## config.mk

```make
export PLATFORM = sky130hd
export DESIGN_NAME = scb_soft_command_and_boost_ctrl_regs
export DESIGN_NICKNAME = d
export VERILOG_FILES = /design/src/hw/scb_pkg.sv /design/src/hw/scb_soft_command_and_boost_ctrl_regs.sv
export VERILOG_INCLUDE_DIRS = /design/src /design/src/hw
export SDC_FILE = /design/constraint.sdc
export NUM_CORES = 1
export LEC_CHECK = 0
export BUFFER_PORTS_ARGS = -buffer_cell sky130_fd_sc_hd__buf_2
export CAP_MARGIN = 30
export CELL_PAD_IN_SITES_DETAIL_PLACEMENT = 1
export CELL_PAD_IN_SITES_GLOBAL_PLACEMENT = 2
export CORE_ASPECT_RATIO = 1.1
export CORE_MARGIN = 2
export CORE_UTILIZATION = 31
export CTS_CLUSTER_SIZE = 40
export DETAILED_ROUTE_END_ITERATION = 6
export PLACE_DENSITY_LB_ADDON = 0.1
export SYNTH_ARGS = -nofsm -noshare
export SYNTH_HDL_FRONTEND = slang
export SYNTH_SLANG_ARGS = --single-unit
```

## constraint.sdc

```tcl
create_clock -name clk_i -period 2.5 [get_ports clk_i]
set_clock_uncertainty 0.2 [all_clocks]
set_input_delay 0.125 -clock clk_i [delete_from_list [all_inputs] [get_ports clk_i]]
set_output_delay 0.125 -clock clk_i [all_outputs]
set_load 0.01 [all_outputs]
```

## src/hw/scb_cfg.svh

```systemverilog
// Constants for the soft command and boost control register block
`ifndef SCB_CFG_SVH
`define SCB_CFG_SVH
`define SCB_SEL_MSB 15
`define SCB_SEL_LSB 13
`define SCB_SEL_SOFT 3'h4
`define SCB_SEL_BOOST 3'h3
`define SCB_TOGGLE_BIT 12
`define SCB_CODE_MSB 11
`define SCB_CODE_RESET 12'h555
`define SCB_CODE_SERVICE 12'h195
`define SCB_STATUS_TOGGLE_BIT 11
`define SCB_COMP_BIT 6
`define SCB_PHASE_MSB 5
`define SCB_PHASE_LSB 4
`define SCB_FREQ_MSB 3
`define SCB_FREQ_LSB 2
`define SCB_VLIM_MSB 1
`define SCB_VLIM_LSB 0
`define SCB_COMP_RST 1'h0
`define SCB_PHASE_RST 2'h0
`define SCB_FREQ_RST 2'h1
`define SCB_VLIM_RST 2'h0
`define SCB_RESET_PULSE_CYC 4'h4
`endif

```

## src/hw/scb_pkg.sv

```systemverilog
// Types for the soft command and boost control register block
package scb_pkg;
   typedef enum logic [1:0]
   {
      SCB_PH_SAME = 2'h0,
      SCB_PH_AB_CD = 2'h1,
      SCB_PH_AC_BD = 2'h2,
      SCB_PH_QUAD = 2'h3
   } scb_phase_t;

   typedef enum logic [1:0]
   {
      SCB_FQ_250K = 2'h0,
      SCB_FQ_410K = 2'h1,
      SCB_FQ_650K = 2'h2,
      SCB_FQ_RSVD = 2'h3
   } scb_freq_t;

   typedef enum logic [1:0]
   {
      SCB_VL_23V0 = 2'h0,
      SCB_VL_24V5 = 2'h1,
      SCB_VL_27V0 = 2'h2,
      SCB_VL_29V5 = 2'h3
   } scb_vlimit_t;

   typedef struct packed
   {
      logic boost_comp_select;
      scb_phase_t boost_phase_select;
      scb_freq_t boost_freq_select;
      scb_vlimit_t boost_vlimit_select;
   } scb_boost_t;

   typedef enum logic [1:0]
   {
      SCB_ST_RUN = 2'h1,
      SCB_ST_RESET = 2'h2
   } scb_state_t;

   typedef struct packed
   {
      scb_state_t fsm;
      scb_boost_t boost;
      logic user_toggle;
      logic [31:0] wd_count;
      logic wd_fault;
      logic [3:0] rst_count;
   } scb_regs_t;
endpackage

```

## src/hw/scb_soft_command_and_boost_ctrl_regs.sv

```systemverilog
// Soft command and boost converter control register decode and action logic
`timescale 1ns/1ps
module scb_soft_command_and_boost_ctrl_regs
#(
   parameter int unsigned WD_TIMEOUT_CYC = 625000
)
(
   input wire logic clk_i,
   input wire logic reset_n_i,
   input wire logic wr_valid_i,
   input wire logic [15:0] wr_data_i,
   input wire logic wd_enable_i,
   output logic [15:0] status_o,
   output scb_pkg::scb_boost_t boost_o,
   output logic soft_reset_o,
   output logic alert_o,
   output logic wd_fault_o
);
`include "scb_cfg.svh"

   // ==========================================================
   // State
   scb_pkg::scb_regs_t r;
   scb_pkg::scb_regs_t next_r;
   logic sel_soft;
   logic sel_boost;
   logic [11:0] code;
   scb_pkg::scb_boost_t boost_rst;

   assign sel_soft = wr_valid_i && (wr_data_i[`SCB_SEL_MSB:`SCB_SEL_LSB] == `SCB_SEL_SOFT);
   assign sel_boost = wr_valid_i && (wr_data_i[`SCB_SEL_MSB:`SCB_SEL_LSB] == `SCB_SEL_BOOST);
   assign code = wr_data_i[`SCB_CODE_MSB:0];

   // ==========================================================
   // Next state
   always_comb
   begin
      boost_rst.boost_comp_select = `SCB_COMP_RST;
      boost_rst.boost_phase_select = scb_pkg::scb_phase_t'(`SCB_PHASE_RST);
      boost_rst.boost_freq_select = scb_pkg::scb_freq_t'(`SCB_FREQ_RST);
      boost_rst.boost_vlimit_select = scb_pkg::scb_vlimit_t'(`SCB_VLIM_RST);
      next_r = r;
      case (r.fsm)
         scb_pkg::SCB_ST_RUN:
         begin
            if (wd_enable_i && !r.wd_fault)
            begin
               if (r.wd_count >= WD_TIMEOUT_CYC - 1)
               begin
                  next_r.wd_fault = 1'b1;
               end
               else
               begin
                  next_r.wd_count = r.wd_count + 32'h1;
               end
            end
            else if (!wd_enable_i)
            begin
               next_r.wd_count = 32'h0;
            end
            if (sel_boost)
            begin
               next_r.boost.boost_comp_select = wr_data_i[`SCB_COMP_BIT];
               next_r.boost.boost_phase_select =
                  scb_pkg::scb_phase_t'(wr_data_i[`SCB_PHASE_MSB:`SCB_PHASE_LSB]);
               next_r.boost.boost_freq_select =
                  scb_pkg::scb_freq_t'(wr_data_i[`SCB_FREQ_MSB:`SCB_FREQ_LSB]);
               next_r.boost.boost_vlimit_select =
                  scb_pkg::scb_vlimit_t'(wr_data_i[`SCB_VLIM_MSB:`SCB_VLIM_LSB]);
            end
            if (sel_soft)
            begin
               next_r.user_toggle = wr_data_i[`SCB_TOGGLE_BIT];
               if (code == `SCB_CODE_RESET)
               begin
                  next_r.fsm = scb_pkg::SCB_ST_RESET;
                  next_r.boost = boost_rst;
                  next_r.user_toggle = 1'b0;
                  next_r.wd_count = 32'h0;
                  next_r.wd_fault = 1'b0;
                  next_r.rst_count = `SCB_RESET_PULSE_CYC;
               end
               else if (code == `SCB_CODE_SERVICE)
               begin
                  next_r.wd_count = 32'h0;
                  next_r.wd_fault = 1'b0;
               end
            end
         end
         scb_pkg::SCB_ST_RESET:
         begin
            next_r.rst_count = r.rst_count - 4'h1;
            if (r.rst_count == 4'h1)
            begin
               next_r.fsm = scb_pkg::SCB_ST_RUN;
            end
         end
         default:
         begin
            next_r.fsm = scb_pkg::SCB_ST_RUN;
         end
      endcase
   end

   // ==========================================================
   // Registers
   always_ff @(posedge clk_i or negedge reset_n_i)
   begin
      if (!reset_n_i)
      begin
         r.fsm <= scb_pkg::SCB_ST_RUN;
         r.boost.boost_comp_select <= `SCB_COMP_RST;
         r.boost.boost_phase_select <= scb_pkg::scb_phase_t'(`SCB_PHASE_RST);
         r.boost.boost_freq_select <= scb_pkg::scb_freq_t'(`SCB_FREQ_RST);
         r.boost.boost_vlimit_select <= scb_pkg::scb_vlimit_t'(`SCB_VLIM_RST);
         r.user_toggle <= 1'b0;
         r.wd_count <= 32'h0;
         r.wd_fault <= 1'b0;
         r.rst_count <= 4'h0;
      end
      else
      begin
         r <= next_r;
      end
   end

   // ==========================================================
   // Outputs
   always_comb
   begin
      status_o = 16'h0;
      status_o[`SCB_STATUS_TOGGLE_BIT] = r.user_toggle;
   end
   assign boost_o = r.boost;
   assign soft_reset_o = (r.fsm == scb_pkg::SCB_ST_RESET);
   assign wd_fault_o = r.wd_fault;
   assign alert_o = r.wd_fault;

   // ==========================================================
   // Checks
   property p_toggle_mirror;
      @(posedge clk_i) disable iff (!reset_n_i)
      (sel_soft && r.fsm == scb_pkg::SCB_ST_RUN && code != `SCB_CODE_RESET)
      |=> (status_o[`SCB_STATUS_TOGGLE_BIT] == $past(wr_data_i[`SCB_TOGGLE_BIT]));
   endproperty
   a_toggle_mirror: assert property (p_toggle_mirror) else $error("toggle not mirrored");

   property p_soft_reset;
      @(posedge clk_i) disable iff (!reset_n_i)
      (sel_soft && r.fsm == scb_pkg::SCB_ST_RUN && code == `SCB_CODE_RESET) |=> soft_reset_o [*4] ##1 !soft_reset_o;
   endproperty
   a_soft_reset: assert property (p_soft_reset) else $error("soft reset pulse wrong");

   property p_service_clears;
      @(posedge clk_i) disable iff (!reset_n_i)
      (sel_soft && r.fsm == scb_pkg::SCB_ST_RUN && code == `SCB_CODE_SERVICE) |=> !alert_o;
   endproperty
   a_service_clears: assert property (p_service_clears) else $error("service did not clear alert");

   property p_alert_cause;
      @(posedge clk_i) disable iff (!reset_n_i)
      $rose(alert_o) |-> $past(wd_enable_i) && $past(r.wd_count) == WD_TIMEOUT_CYC - 1;
   endproperty
   a_alert_cause: assert property (p_alert_cause) else $error("alert without timeout");

   property p_boost_write;
      @(posedge clk_i) disable iff (!reset_n_i)
      (sel_boost && r.fsm == scb_pkg::SCB_ST_RUN) |=> boost_o == $past(wr_data_i[6:0]);
   endproperty
   a_boost_write: assert property (p_boost_write) else $error("boost write lost");

   property p_defaults_after_reset;
      @(posedge clk_i) disable iff (!reset_n_i)
      $rose(soft_reset_o) |-> boost_o == 7'h04 && !status_o[`SCB_STATUS_TOGGLE_BIT];
   endproperty
   a_defaults_after_reset: assert property (p_defaults_after_reset) else $error("defaults not restored");

   property p_boost_stable;
      @(posedge clk_i) disable iff (!reset_n_i)
      (!sel_boost && !soft_reset_o && !$rose(soft_reset_o)) |=> $stable(boost_o) || soft_reset_o;
   endproperty
   a_boost_stable: assert property (p_boost_stable) else $error("boost changed without write");

   property p_status_readonly;
      @(posedge clk_i) disable iff (!reset_n_i)
      !sel_soft |=> $stable(status_o);
   endproperty
   a_status_readonly: assert property (p_status_readonly) else $error("status changed without soft write");

   property p_reset_count_load;
      @(posedge clk_i) disable iff (!reset_n_i)
      (sel_soft && r.fsm == scb_pkg::SCB_ST_RUN && code == `SCB_CODE_RESET)
      |=> r.rst_count == `SCB_RESET_PULSE_CYC;
   endproperty
   a_reset_count_load: assert property (p_reset_count_load) else $error("reset pulse count not loaded");

   property p_reset_count_range;
      @(posedge clk_i) disable iff (!reset_n_i)
      soft_reset_o
      |-> r.rst_count != 4'h0 && r.rst_count <= `SCB_RESET_PULSE_CYC;
   endproperty
   a_reset_count_range: assert property (p_reset_count_range) else $error("reset pulse count out of range");

   property p_write_ignored_in_reset;
      @(posedge clk_i) disable iff (!reset_n_i)
      (wr_valid_i && soft_reset_o)
      |=> $stable(boost_o) && $stable(status_o);
   endproperty
   a_write_ignored_in_reset: assert property (p_write_ignored_in_reset) else $error("write taken during reset");

   property p_other_code_no_reset;
      @(posedge clk_i) disable iff (!reset_n_i)
      (sel_soft && r.fsm == scb_pkg::SCB_ST_RUN && code != `SCB_CODE_RESET)
      |=> !soft_reset_o;
   endproperty
   a_other_code_no_reset: assert property (p_other_code_no_reset) else $error("reset from other code");

   property p_soft_keeps_boost;
      @(posedge clk_i) disable iff (!reset_n_i)
      (sel_soft && r.fsm == scb_pkg::SCB_ST_RUN && code != `SCB_CODE_RESET)
      |=> $stable(boost_o);
   endproperty
   a_soft_keeps_boost: assert property (p_soft_keeps_boost) else $error("boost changed by soft command");

   property p_other_code_keeps_fault;
      @(posedge clk_i) disable iff (!reset_n_i)
      (sel_soft && r.fsm == scb_pkg::SCB_ST_RUN && alert_o
         && code != `SCB_CODE_RESET && code != `SCB_CODE_SERVICE)
      |=> alert_o;
   endproperty
   a_other_code_keeps_fault: assert property (p_other_code_keeps_fault) else $error("fault cleared by other code");

   property p_status_spare_zero;
      @(posedge clk_i) disable iff (!reset_n_i)
      (status_o & ~(16'h1 << `SCB_STATUS_TOGGLE_BIT)) == 16'h0;
   endproperty
   a_status_spare_zero: assert property (p_status_spare_zero) else $error("spare status bit set");

   property p_soft_reset_defaults;
      @(posedge clk_i) disable iff (!reset_n_i)
      soft_reset_o
      |-> boost_o == {`SCB_COMP_RST, `SCB_PHASE_RST, `SCB_FREQ_RST, `SCB_VLIM_RST}
         && status_o == 16'h0 && !alert_o;
   endproperty
   a_soft_reset_defaults: assert property (p_soft_reset_defaults) else $error("defaults lost during reset");

   // ==========================================================
   // Watchdog checks
   property p_wd_hold_disabled;
      @(posedge clk_i) disable iff (!reset_n_i)
      !wd_enable_i
      |=> r.wd_count == 32'h0;
   endproperty
   a_wd_hold_disabled: assert property (p_wd_hold_disabled) else $error("watchdog counts while off");

   property p_service_restarts;
      @(posedge clk_i) disable iff (!reset_n_i)
      (sel_soft && r.fsm == scb_pkg::SCB_ST_RUN && code == `SCB_CODE_SERVICE)
      |=> r.wd_count == 32'h0;
   endproperty
   a_service_restarts: assert property (p_service_restarts) else $error("service did not restart count");

   property p_wd_count_step;
      @(posedge clk_i) disable iff (!reset_n_i)
      (r.fsm == scb_pkg::SCB_ST_RUN && wd_enable_i && !r.wd_fault && !sel_soft
         && r.wd_count < WD_TIMEOUT_CYC - 1)
      |=> r.wd_count == $past(r.wd_count) + 32'h1;
   endproperty
   a_wd_count_step: assert property (p_wd_count_step) else $error("watchdog count step wrong");

   property p_fault_on_timeout;
      @(posedge clk_i) disable iff (!reset_n_i)
      (r.fsm == scb_pkg::SCB_ST_RUN && wd_enable_i && !r.wd_fault && !sel_soft
         && r.wd_count >= WD_TIMEOUT_CYC - 1)
      |=> alert_o;
   endproperty
   a_fault_on_timeout: assert property (p_fault_on_timeout) else $error("timeout without alert");

   property p_fault_sticky;
      @(posedge clk_i) disable iff (!reset_n_i)
      (alert_o && !sel_soft)
      |=> alert_o;
   endproperty
   a_fault_sticky: assert property (p_fault_sticky) else $error("alert dropped without service");

   // ==========================================================
   // Boost field checks
   property p_comp_write;
      @(posedge clk_i) disable iff (!reset_n_i)
      (sel_boost && r.fsm == scb_pkg::SCB_ST_RUN)
      |=> boost_o.boost_comp_select == $past(wr_data_i[`SCB_COMP_BIT]);
   endproperty
   a_comp_write: assert property (p_comp_write) else $error("compensation select lost");

   property p_phase_write;
      @(posedge clk_i) disable iff (!reset_n_i)
      (sel_boost && r.fsm == scb_pkg::SCB_ST_RUN)
      |=> boost_o.boost_phase_select == $past(wr_data_i[`SCB_PHASE_MSB:`SCB_PHASE_LSB]);
   endproperty
   a_phase_write: assert property (p_phase_write) else $error("phase select lost");

   property p_freq_write;
      @(posedge clk_i) disable iff (!reset_n_i)
      (sel_boost && r.fsm == scb_pkg::SCB_ST_RUN)
      |=> boost_o.boost_freq_select == $past(wr_data_i[`SCB_FREQ_MSB:`SCB_FREQ_LSB]);
   endproperty
   a_freq_write: assert property (p_freq_write) else $error("frequency select lost");

   property p_vlim_write;
      @(posedge clk_i) disable iff (!reset_n_i)
      (sel_boost && r.fsm == scb_pkg::SCB_ST_RUN)
      |=> boost_o.boost_vlimit_select == $past(wr_data_i[`SCB_VLIM_MSB:`SCB_VLIM_LSB]);
   endproperty
   a_vlim_write: assert property (p_vlim_write) else $error("voltage limit select lost");
endmodule

```

# [After elaboration in Yosys (flattened, before gate mapping)]
# Index checks and enable logic that the tools add are counted.
[op_classes] add_sub_neg=2 order_cmp=1 eq_ne=10 muxes=14 reduce_logical=8
[op_table] cell="$mux W32" count=3
[op_table] cell="$mux W33" count=2
[op_table] cell="$mux W47" count=1
[op_table] cell="$add A32 B1 Y32 const B" count=1
[op_table] cell="$ge A32 B20 Y1 const B" count=1
[op_table] cell="$eq A12 B11 Y1 const B" count=1
[op_table] cell="$eq A12 B9 Y1 const B" count=1
[op_table] cell="$mux W10" count=1
[op_table] cell="$pmux W4 S2" count=1
[op_table] cell="$mux W7" count=1
[op_table] cell="$reduce_and A3 Y1" count=2
[op_table] cell="$eq A4 B1 Y1 const B" count=1
[op_table] cell="$mux W4" count=1
[op_table] cell="$ne A2 B2 Y1 const B" count=2
[op_table] cell="$pmux W2 S2" count=1
[op_table] cell="$sub A4 B1 Y4 const B" count=1
[op_table] cell="$eq A3 B2 Y1 const B" count=1
[op_table] cell="$eq A3 B3 Y1 const B" count=1
[op_table] cell="$logic_and A1 B1 Y1" count=3
[op_table] cell="$eq A2 B1 Y1 const B" count=1
[op_table] cell="$eq A2 B2 Y1 const B" count=1
[op_table] cell="$mux W1" count=2
[op_table] cell="$mux W2" count=1
[op_table] cell="$ne A2 B1 Y1 const B" count=1
[op_table] cell="3 further kinds" count=3
[totals] register_bits=47 inputBits=20

# [Longest topological paths before layout]
# Gate-level depths: netlist of run 1.
[logic_depth] ltp_word=7 mapped_depth=8

# [Worst setup path after synthesis of run 1]
# Ideal clock, no wire load.
[synth_path] path_type="register -> register" startpoint="register r[5] (netlist name)" endpoint="register r[22] (netlist name)" setup_time_ns=0.073 arrival_time_ns=2.095 t_required_ns=2.227 path_slack_ns=0.132 path_stages_with_launch=8 period_less_slack_ns=2.368 path_cell_list="dfrtp_1 -> ha_1 -> a2111oi_2 -> o311a_2 -> o21ai_2 -> buf_6 -> or4_4 -> a21oi_2"
[synth_via] elab_chain_cells=6 elab_cells_between_ends=7 cone_classes="1 x add/sub; 1 x order compare; 5 x mux"
[synth_lines] item="start: declaration" line="scb_soft_command_and_boost_ctrl_regs.sv:23" text="scb_pkg::scb_regs_t r;"
[synth_lines] item="start signal: assignment" line="scb_soft_command_and_boost_ctrl_regs.sv:123" text="r <= next_r;"
[synth_lines] item="$add A32 B1 Y32 or $ge A32 B20 Y1 (tied branches)" line="scb_soft_command_and_boost_ctrl_regs.sv:54, scb_soft_command_and_boost_ctrl_regs.sv:48"
[synth_lines] item="$mux W32 (*)" line="scb_soft_command_and_boost_ctrl_regs.sv:48" text="if (r.wd_count >= WD_TIMEOUT_CYC - 1)"
[synth_lines] item="$mux W32 (*)" line="scb_soft_command_and_boost_ctrl_regs.sv:46" text="if (wd_enable_i && !r.wd_fault)"
[synth_lines] item="$mux W33" line="scb_soft_command_and_boost_ctrl_regs.sv:83" text="else if (code == `SCB_CODE_SERVICE)"
[synth_lines] item="$mux W33" line="scb_soft_command_and_boost_ctrl_regs.sv:74" text="if (code == `SCB_CODE_RESET)"
[synth_lines] item="$mux W47 (*)" line="scb_soft_command_and_boost_ctrl_regs.sv:71" text="if (sel_soft)"
# Every way passes the cells marked *; elsewhere a longest branch is shown, timed or not. The select of a mux whose other input is x is not followed.
# A chain may end at the register's enable or synchronous reset.

# [Worst setup path in the final report of run 1]
[layout_path] startpoint="register r[5] (netlist name)" endpoint="register r[18] (netlist name)"
# Same word-level chain as after synthesis.

==> impl_metrics.tcl, run 1 <==
set metrics [dict create \
    outcome "completed" \
    synth-main-ff-cell "dfrtp_1" \
    numPortBuffers 30 \
    critPathArrivalTime_ns 2.44 \
    pwr-share-clk_pct 33.5 \
    via_count 2203 \
    gp_congestion 0.744 \
    grt_pass1_wl_um 11200 \
    die_y_um 101 \
    worst_ep_required_time_ns 2.54 \
    fin_crit_sh_pct 96.2 \
    ys_ff_latch 47 \
    max_cap_violations 0 \
    antenna_found_initial 0 \
    synth.top_cell.area_share_pct 42.7 \
    cts-root-buf "clkbuf_8" \
    synthArstFlopShare_pct 100 \
    hold_class "in -> reg" \
    cpMaxStageDelayCell "or4_1" \
    vdd_drop_max_uv 247 \
    yosys.cell_count.top_type "dfrtp_1" \
    die_x_um 91.9 \
    die_area_um2 9260 \
    wire_per_inst_um 15.4 \
    seq_area_frac_synth_pct 44.7 \
    dp_hpwl_um 4940 \
    synth_edf_count 0 \
    drc 0 \
    worstMarginPinSlew_ns 0.756 \
    crit_path_end_kind "flop" \
    clkLatencyLatePin_ns 0.31 \
    clk_pin_slew_ns 0.10 \
    cts_tree "done" \
    fp-row-count 35 \
    htree_levels 2 \
    finalHoldViolations 0 \
    period_minus_slack_ns 2.40 \
    p_seq_share_pct 54.2 \
    grt_overflow 0 \
    switchingPower_mw 0.422 \
    core_region_area_um2 8320 \
    drive_above_1_share_pct 24.0 \
    power_mw 1.49 \
    netlist_area_um2 2640 \
    postRouteAntennaNets 0 \
    drt-vias-per-instance 4.96 \
    start_kind "flop" \
    synthCells 276 \
    worstSetupPathType "reg -> reg" \
    yosys-top-cells-count "dfrtp_1 (45), nand2_1 (28), buf_4 (24), a21oi_1 (16)" \
    max_clock_freq_mhz 416 \
    first_global_vias 2207 \
    intPower_mw 1.07 \
    grt_max_degree 27 \
    area_growth_pct 19.6 \
    rsz0062_at_grt "no" \
    cts_sinks 47 \
    diodes 0 \
    finalMaxSlewViolations 0 \
    drtIter0Drc 60 \
    max_stage_delay_ns 0.53 \
    nets 355 \
    postSynthAreaPerCell_um2 9.56 \
    postPlaceCellArea_um2 2910 \
    wl_um 6820 \
    swShare_pct 28.3 \
    synth_cell_types 57 \
    setup_violations 0 \
    initial_core_util_pct 31.7 \
    numCtsBuffers 5 \
    grtUsageTotal_pct 15.1 \
    dr.pass1.iters 4 \
    power_leakage_nw 1.37 \
    path_cells "ha_1, a2111oi_4, o311a_4, o21ai_2, or4_1, a21oi_1" \
    synth_top_area_cell "dfrtp_1" \
    io-pin-count 46 \
    clockBufferDepth 2 \
    relSlewSlack_pct 49.6 \
    design_area_um2 3150 \
    ys_warn_count 0 \
    ys_top_cells_by_area "dfrtp_1 (43%), buf_4 (6.8%), nand2_1 (4.0%)" \
    p_comb_share_pct 12.4 \
    worstPathMaxFanout 6 \
    power_density_nw_per_um2 472 \
]
[stage by stage]
stage,utilization [%],setup WS (ns),setup TNS (ns),hold slack (ns),std cells
final,37.9,0.0961,0,0.0343,444
after CTS,37.3,0.0832,0,0.0299,441
after floorplan,-,0.132,0,-0.371,290
after global placement,34.9,0.0183,0,-0.0614,423
after detailed placement,34.9,-0.0364,-0.101,-0.0653,423
after global routing,37.9,0.00148,0,0.0483,444
[cell usage in the layout, fill, tap and decap left out, types with 2 or more instances in the layout]
master / n
nor3_1: 3
dlygate4sd3_1: 10
clkbuf_8: 5
inv_1: 12
nor2_1: 14
dfrtp_1: 45
o21ai_2: 2
conb_1: 15
nand4bb_1: 2
or3_1: 2
a31oi_1: 5
o22ai_1: 2
o21ai_0: 10
mux2i_1: 3
clkinvlp_4: 2
or4_1: 9
nand2_1: 28
o21ai_1: 5
nor2b_1: 14
nand2b_1: 4
buf_2: 30
o41ai_1: 3
o31ai_1: 10
nor4_1: 5
dfstp_2: 2
a21oi_1: 16
ha_1: 3
nand4_1: 7
nand3_1: 11
buf_4: 26
[power groups by stage]
| stage | Sequential (mW) | Clock [mW] | Combinational, mW |
|---|---|---|---|
| floorplan | 0.820 | 0 | 0.143 |
| global placement | 0.821 | 0 | 0.174 |
| detailed placement | 0.820 | 0 | 0.177 |
| CTS | 0.807 | 0.511 | 0.188 |
| global route | 0.810 | 0.542 | 0.208 |
| finish | 0.806 | 0.498 | 0.184 |
[final timing paths]
kind | startpoint | end | slack (ns) | cells past startpoint
worst max-delay path | r[5]$_DFFE_PN0P_ | r[18]$_DFFE_PN0P_ | 0.1 | 6
worst min-delay path | wr_data_i[10] | alert_o$_DFFE_PN0P_ | 0.03 | 3
worst max register to register | r[5]$_DFFE_PN0P_ | r[18]$_DFFE_PN0P_ | 0.1 | 6
worst min register to register | status_o[11]$_DFFE_PN0P_ | status_o[11]$_DFFE_PN0P_ | 0.28 | 2
max in group asynchronous | reset_n_i | boost_o[2]$_DFFE_PN1P_ | 1.33 | 3
min in group asynchronous | reset_n_i | r[31]$_DFFE_PN0P_ | 0.11 | 2
[worst max-delay path, delay by kind of cell, from the launching register on]
| kind | cells | cell delay (ns) |
|---|---|---|
| AOI/OAI and AO/OA | 4 | 0.97 |
| and+or+nand+nor | 1 | 0.53 |
| DFF | 1 | 0.39 |
| adders and majority gates | 1 | 0.24 |
[sequential cells by signal, indices dropped and copies added (netlist names)]
name and count:
status_o 1, alert_o 1, boost_o 7, r 38
[per-layer routing]
layer,part of all wire (%),track usage (%),vias up
li1,-,-,1071
met1,47,20.3,1100
met2,50,25.2,27
met3,2.2,2.47,5
met4,1.2,4.48,0
met5,0,0,-
[logic make-up after synthesis]
kind of cell,Yosys count,synth area share [%]
adders and majority gates,3,1.42
muxes,3,1.14
buffers and inverters,45,11.6
xor gates and xnor gates,2,0.664
DFF,47,44.7
other,1,0.142
AOI/OAI and AO/OA,63,15.6
and+or+nand+nor,112,24.8
[cell type report]
cell class	count	area [um^2]
Clock buffer	5	68.8
Clock inverter	3	23.8
Fill cell	1007	5170
Inverter	12	45.0
Multi-Input combinational cell	200	1250
Sequential cell	47	1180
Tap cell	111	139
Timing Repair Buffer	66	445
[repair_timing]
item,CTS,global route
gates resized for setup,1,2
hold buffers,10,0
endpoints found under the setup margin,14,12
buffers inserted,0,1
hold endpoints to repair,28,0
cloned,0,2
pin swaps,0,2
No activity file was read; power rests on OpenSTA's default activity.
==> run 2, diff against run 1 <==
- PLACE_DENSITY_LB_ADDON: 0.1 -> 0.08
==> run 2 against run 1 <==
Combinational power hardly changed. Critical endpoint is now r[21]$_DFFE_PN0P_. Fmax is 1.8% higher. Utilization shrank 0.89 points. Die area is the same. Non-clock buffer count fell by 10.
==> impl_metrics.tcl, run 2 (synthesis results as in run 1) <==
set metrics [dict create \
    setup_violations 0 \
    clkLatencyLatePin_ns 0.31 \
    setup_ws_ns 0.139 \
    clockBufferDepth 2 \
    cts-root-buf "clkbuf_8" \
    grt_pass1_wl_um 11100 \
    fin_util_pct 37.0 \
    postRouteAntennaNets 0 \
    layout_commonest_cell "dfrtp_1" \
    io-pin-count 46 \
    postPlaceCellArea_um2 2860 \
    ff2ff_path_depth 7 \
    clk_pin_slew_ns 0.11 \
    holdCritStartpoint "wr_data_i[10]" \
    vdd_drop_max_uv 233 \
    dr.pass1.iters 4 \
    worstPathMaxFanout 23 \
    htree_levels 2 \
    core_region_area_um2 8320 \
    initial_core_util_pct 31.7 \
    dp_hpwl_um 4800 \
    cts_sinks 47 \
    finalMaxSlewViolations 0 \
    antenna_found_initial 0 \
    nets 343 \
    grtUsageTotal_pct 15.0 \
    outcome "completed" \
    min_path_cells 3 \
    first_global_vias 2212 \
    critPathArrivalTime_ns 2.41 \
    finalHoldViolations 0 \
    wl_um 6470 \
    max_clock_freq_mhz 424 \
    num-fill-cells 996 \
    drt-vias-per-instance 4.99 \
    relSlewSlack_pct 51.8 \
    fin_crit_sh_pct 94.4 \
    largest_register "r" \
    drive_above_1_share_pct 21.5 \
    worst_ep_required_time_ns 2.55 \
    largest_register_ff_count 38 \
    mostFrequentLayoutCells "dfrtp_1 (45), buf_2 (30), nand2_1 (28)" \
    power_density_nw_per_um2 485 \
    grt_max_degree 25 \
    post_cts_buffers 0 \
    worstSetupPathType "reg -> reg" \
    design_area_um2 3080 \
    hold_class "in -> reg" \
    rsz0062_at_grt "no" \
    r2r_end "r[21]$_DFFE_PN0P_" \
    period_minus_slack_ns 2.36 \
    worstMarginPinSlew_ns 0.723 \
    grt_overflow 0 \
    r2r_slack_ns 0.14 \
    drtIter0Drc 53 \
    power_leakage_nw 1.33 \
    area_growth_pct 16.8 \
    crit_path_end_kind "flop" \
    fp-row-count 35 \
    via_count 2155 \
    holdWs_ns 0.0912 \
    diodes 0 \
    wire_per_inst_um 15.0 \
    stdcell_count 432 \
    die_y_um 101 \
    drc 0 \
    holdPathEnd "alert_o$_DFFE_PN0P_" \
    die_area_um2 9260 \
    placed_cells 414 \
    power_mw 1.50 \
    numCtsBuffers 5 \
    cts_tree "done" \
    max_cap_violations 0 \
    numPortBuffers 30 \
    gp_congestion 0.726 \
    r2r_start "r[5]$_DFFE_PN0P_" \
    dpl_worst_slack_ns 0.122 \
    die_x_um 91.9 \
    final.setup.tns_ns 0 \
    start_kind "flop" \
]
run 2: where the power goes:
group	switching (mW)	total, mW	internal [mW]
combinational	0.110	0.186	0.0759
sequential	0.0163	0.807	0.791
clock	0.299	0.503	0.203
total	0.426	1.50	1.07
run 2: area by class of cell:
class | count | area, um^2 | area share, %
flip-flops and latches | 47 | 1180 | 38.3
clock buffers | 5 | 68.8 | 2.23
inverters | 12 | 45.0 | 1.46
repair buffers | 56 | 395 | 12.8
clock inverters | 3 | 22.5 | 0.731
well taps | 111 | 139 | 4.51
multi-input cells | 198 | 1230 | 40.0
run 2: how the worst max path moves through the flow:
stage,to,cells after the start,from
global route,r[23]$_DFFE_PN0P_,7,r[5]$_DFFE_PN0P_
global placement,r[22]$_DFFE_PN0P_,7,r[5]$_DFFE_PN0P_
floorplan,r[22]$_DFFE_PN0P_,7,r[5]$_DFFE_PN0P_
CTS,r[15]$_DFFE_PN0P_,7,r[5]$_DFFE_PN0P_
detailed placement,r[14]$_DFFE_PN0P_,7,r[5]$_DFFE_PN0P_
finish,r[21]$_DFFE_PN0P_,7,r[5]$_DFFE_PN0P_
run 2: what timing repair did:
action,CTS,global route
gates resized for setup,0,3
endpoints found under the setup margin,0,14
hold endpoints to repair,28,0
hold buffers,10,0
run 2: layer usage:
| layer | GRT usage [%] | part of all wire, % | vias up |
|---|---|---|---|
| met5 | 0 | 0 | - |
| met4 | 4.48 | 1.2 | 0 |
| met3 | 2.32 | 2.5 | 6 |
| met2 | 25.6 | 49 | 30 |
| met1 | 19.7 | 47 | 1066 |
| li1 | - | - | 1053 |
run 2: critical path: stages (launching register included):
cell	delay (ns)
dfrtp_1	0.40
ha_1	0.24
a2111oi_4	0.35
o311a_2	0.21
o21ai_2	0.08
buf_12	0.16
or4_1	0.52
a21oi_2	0.14
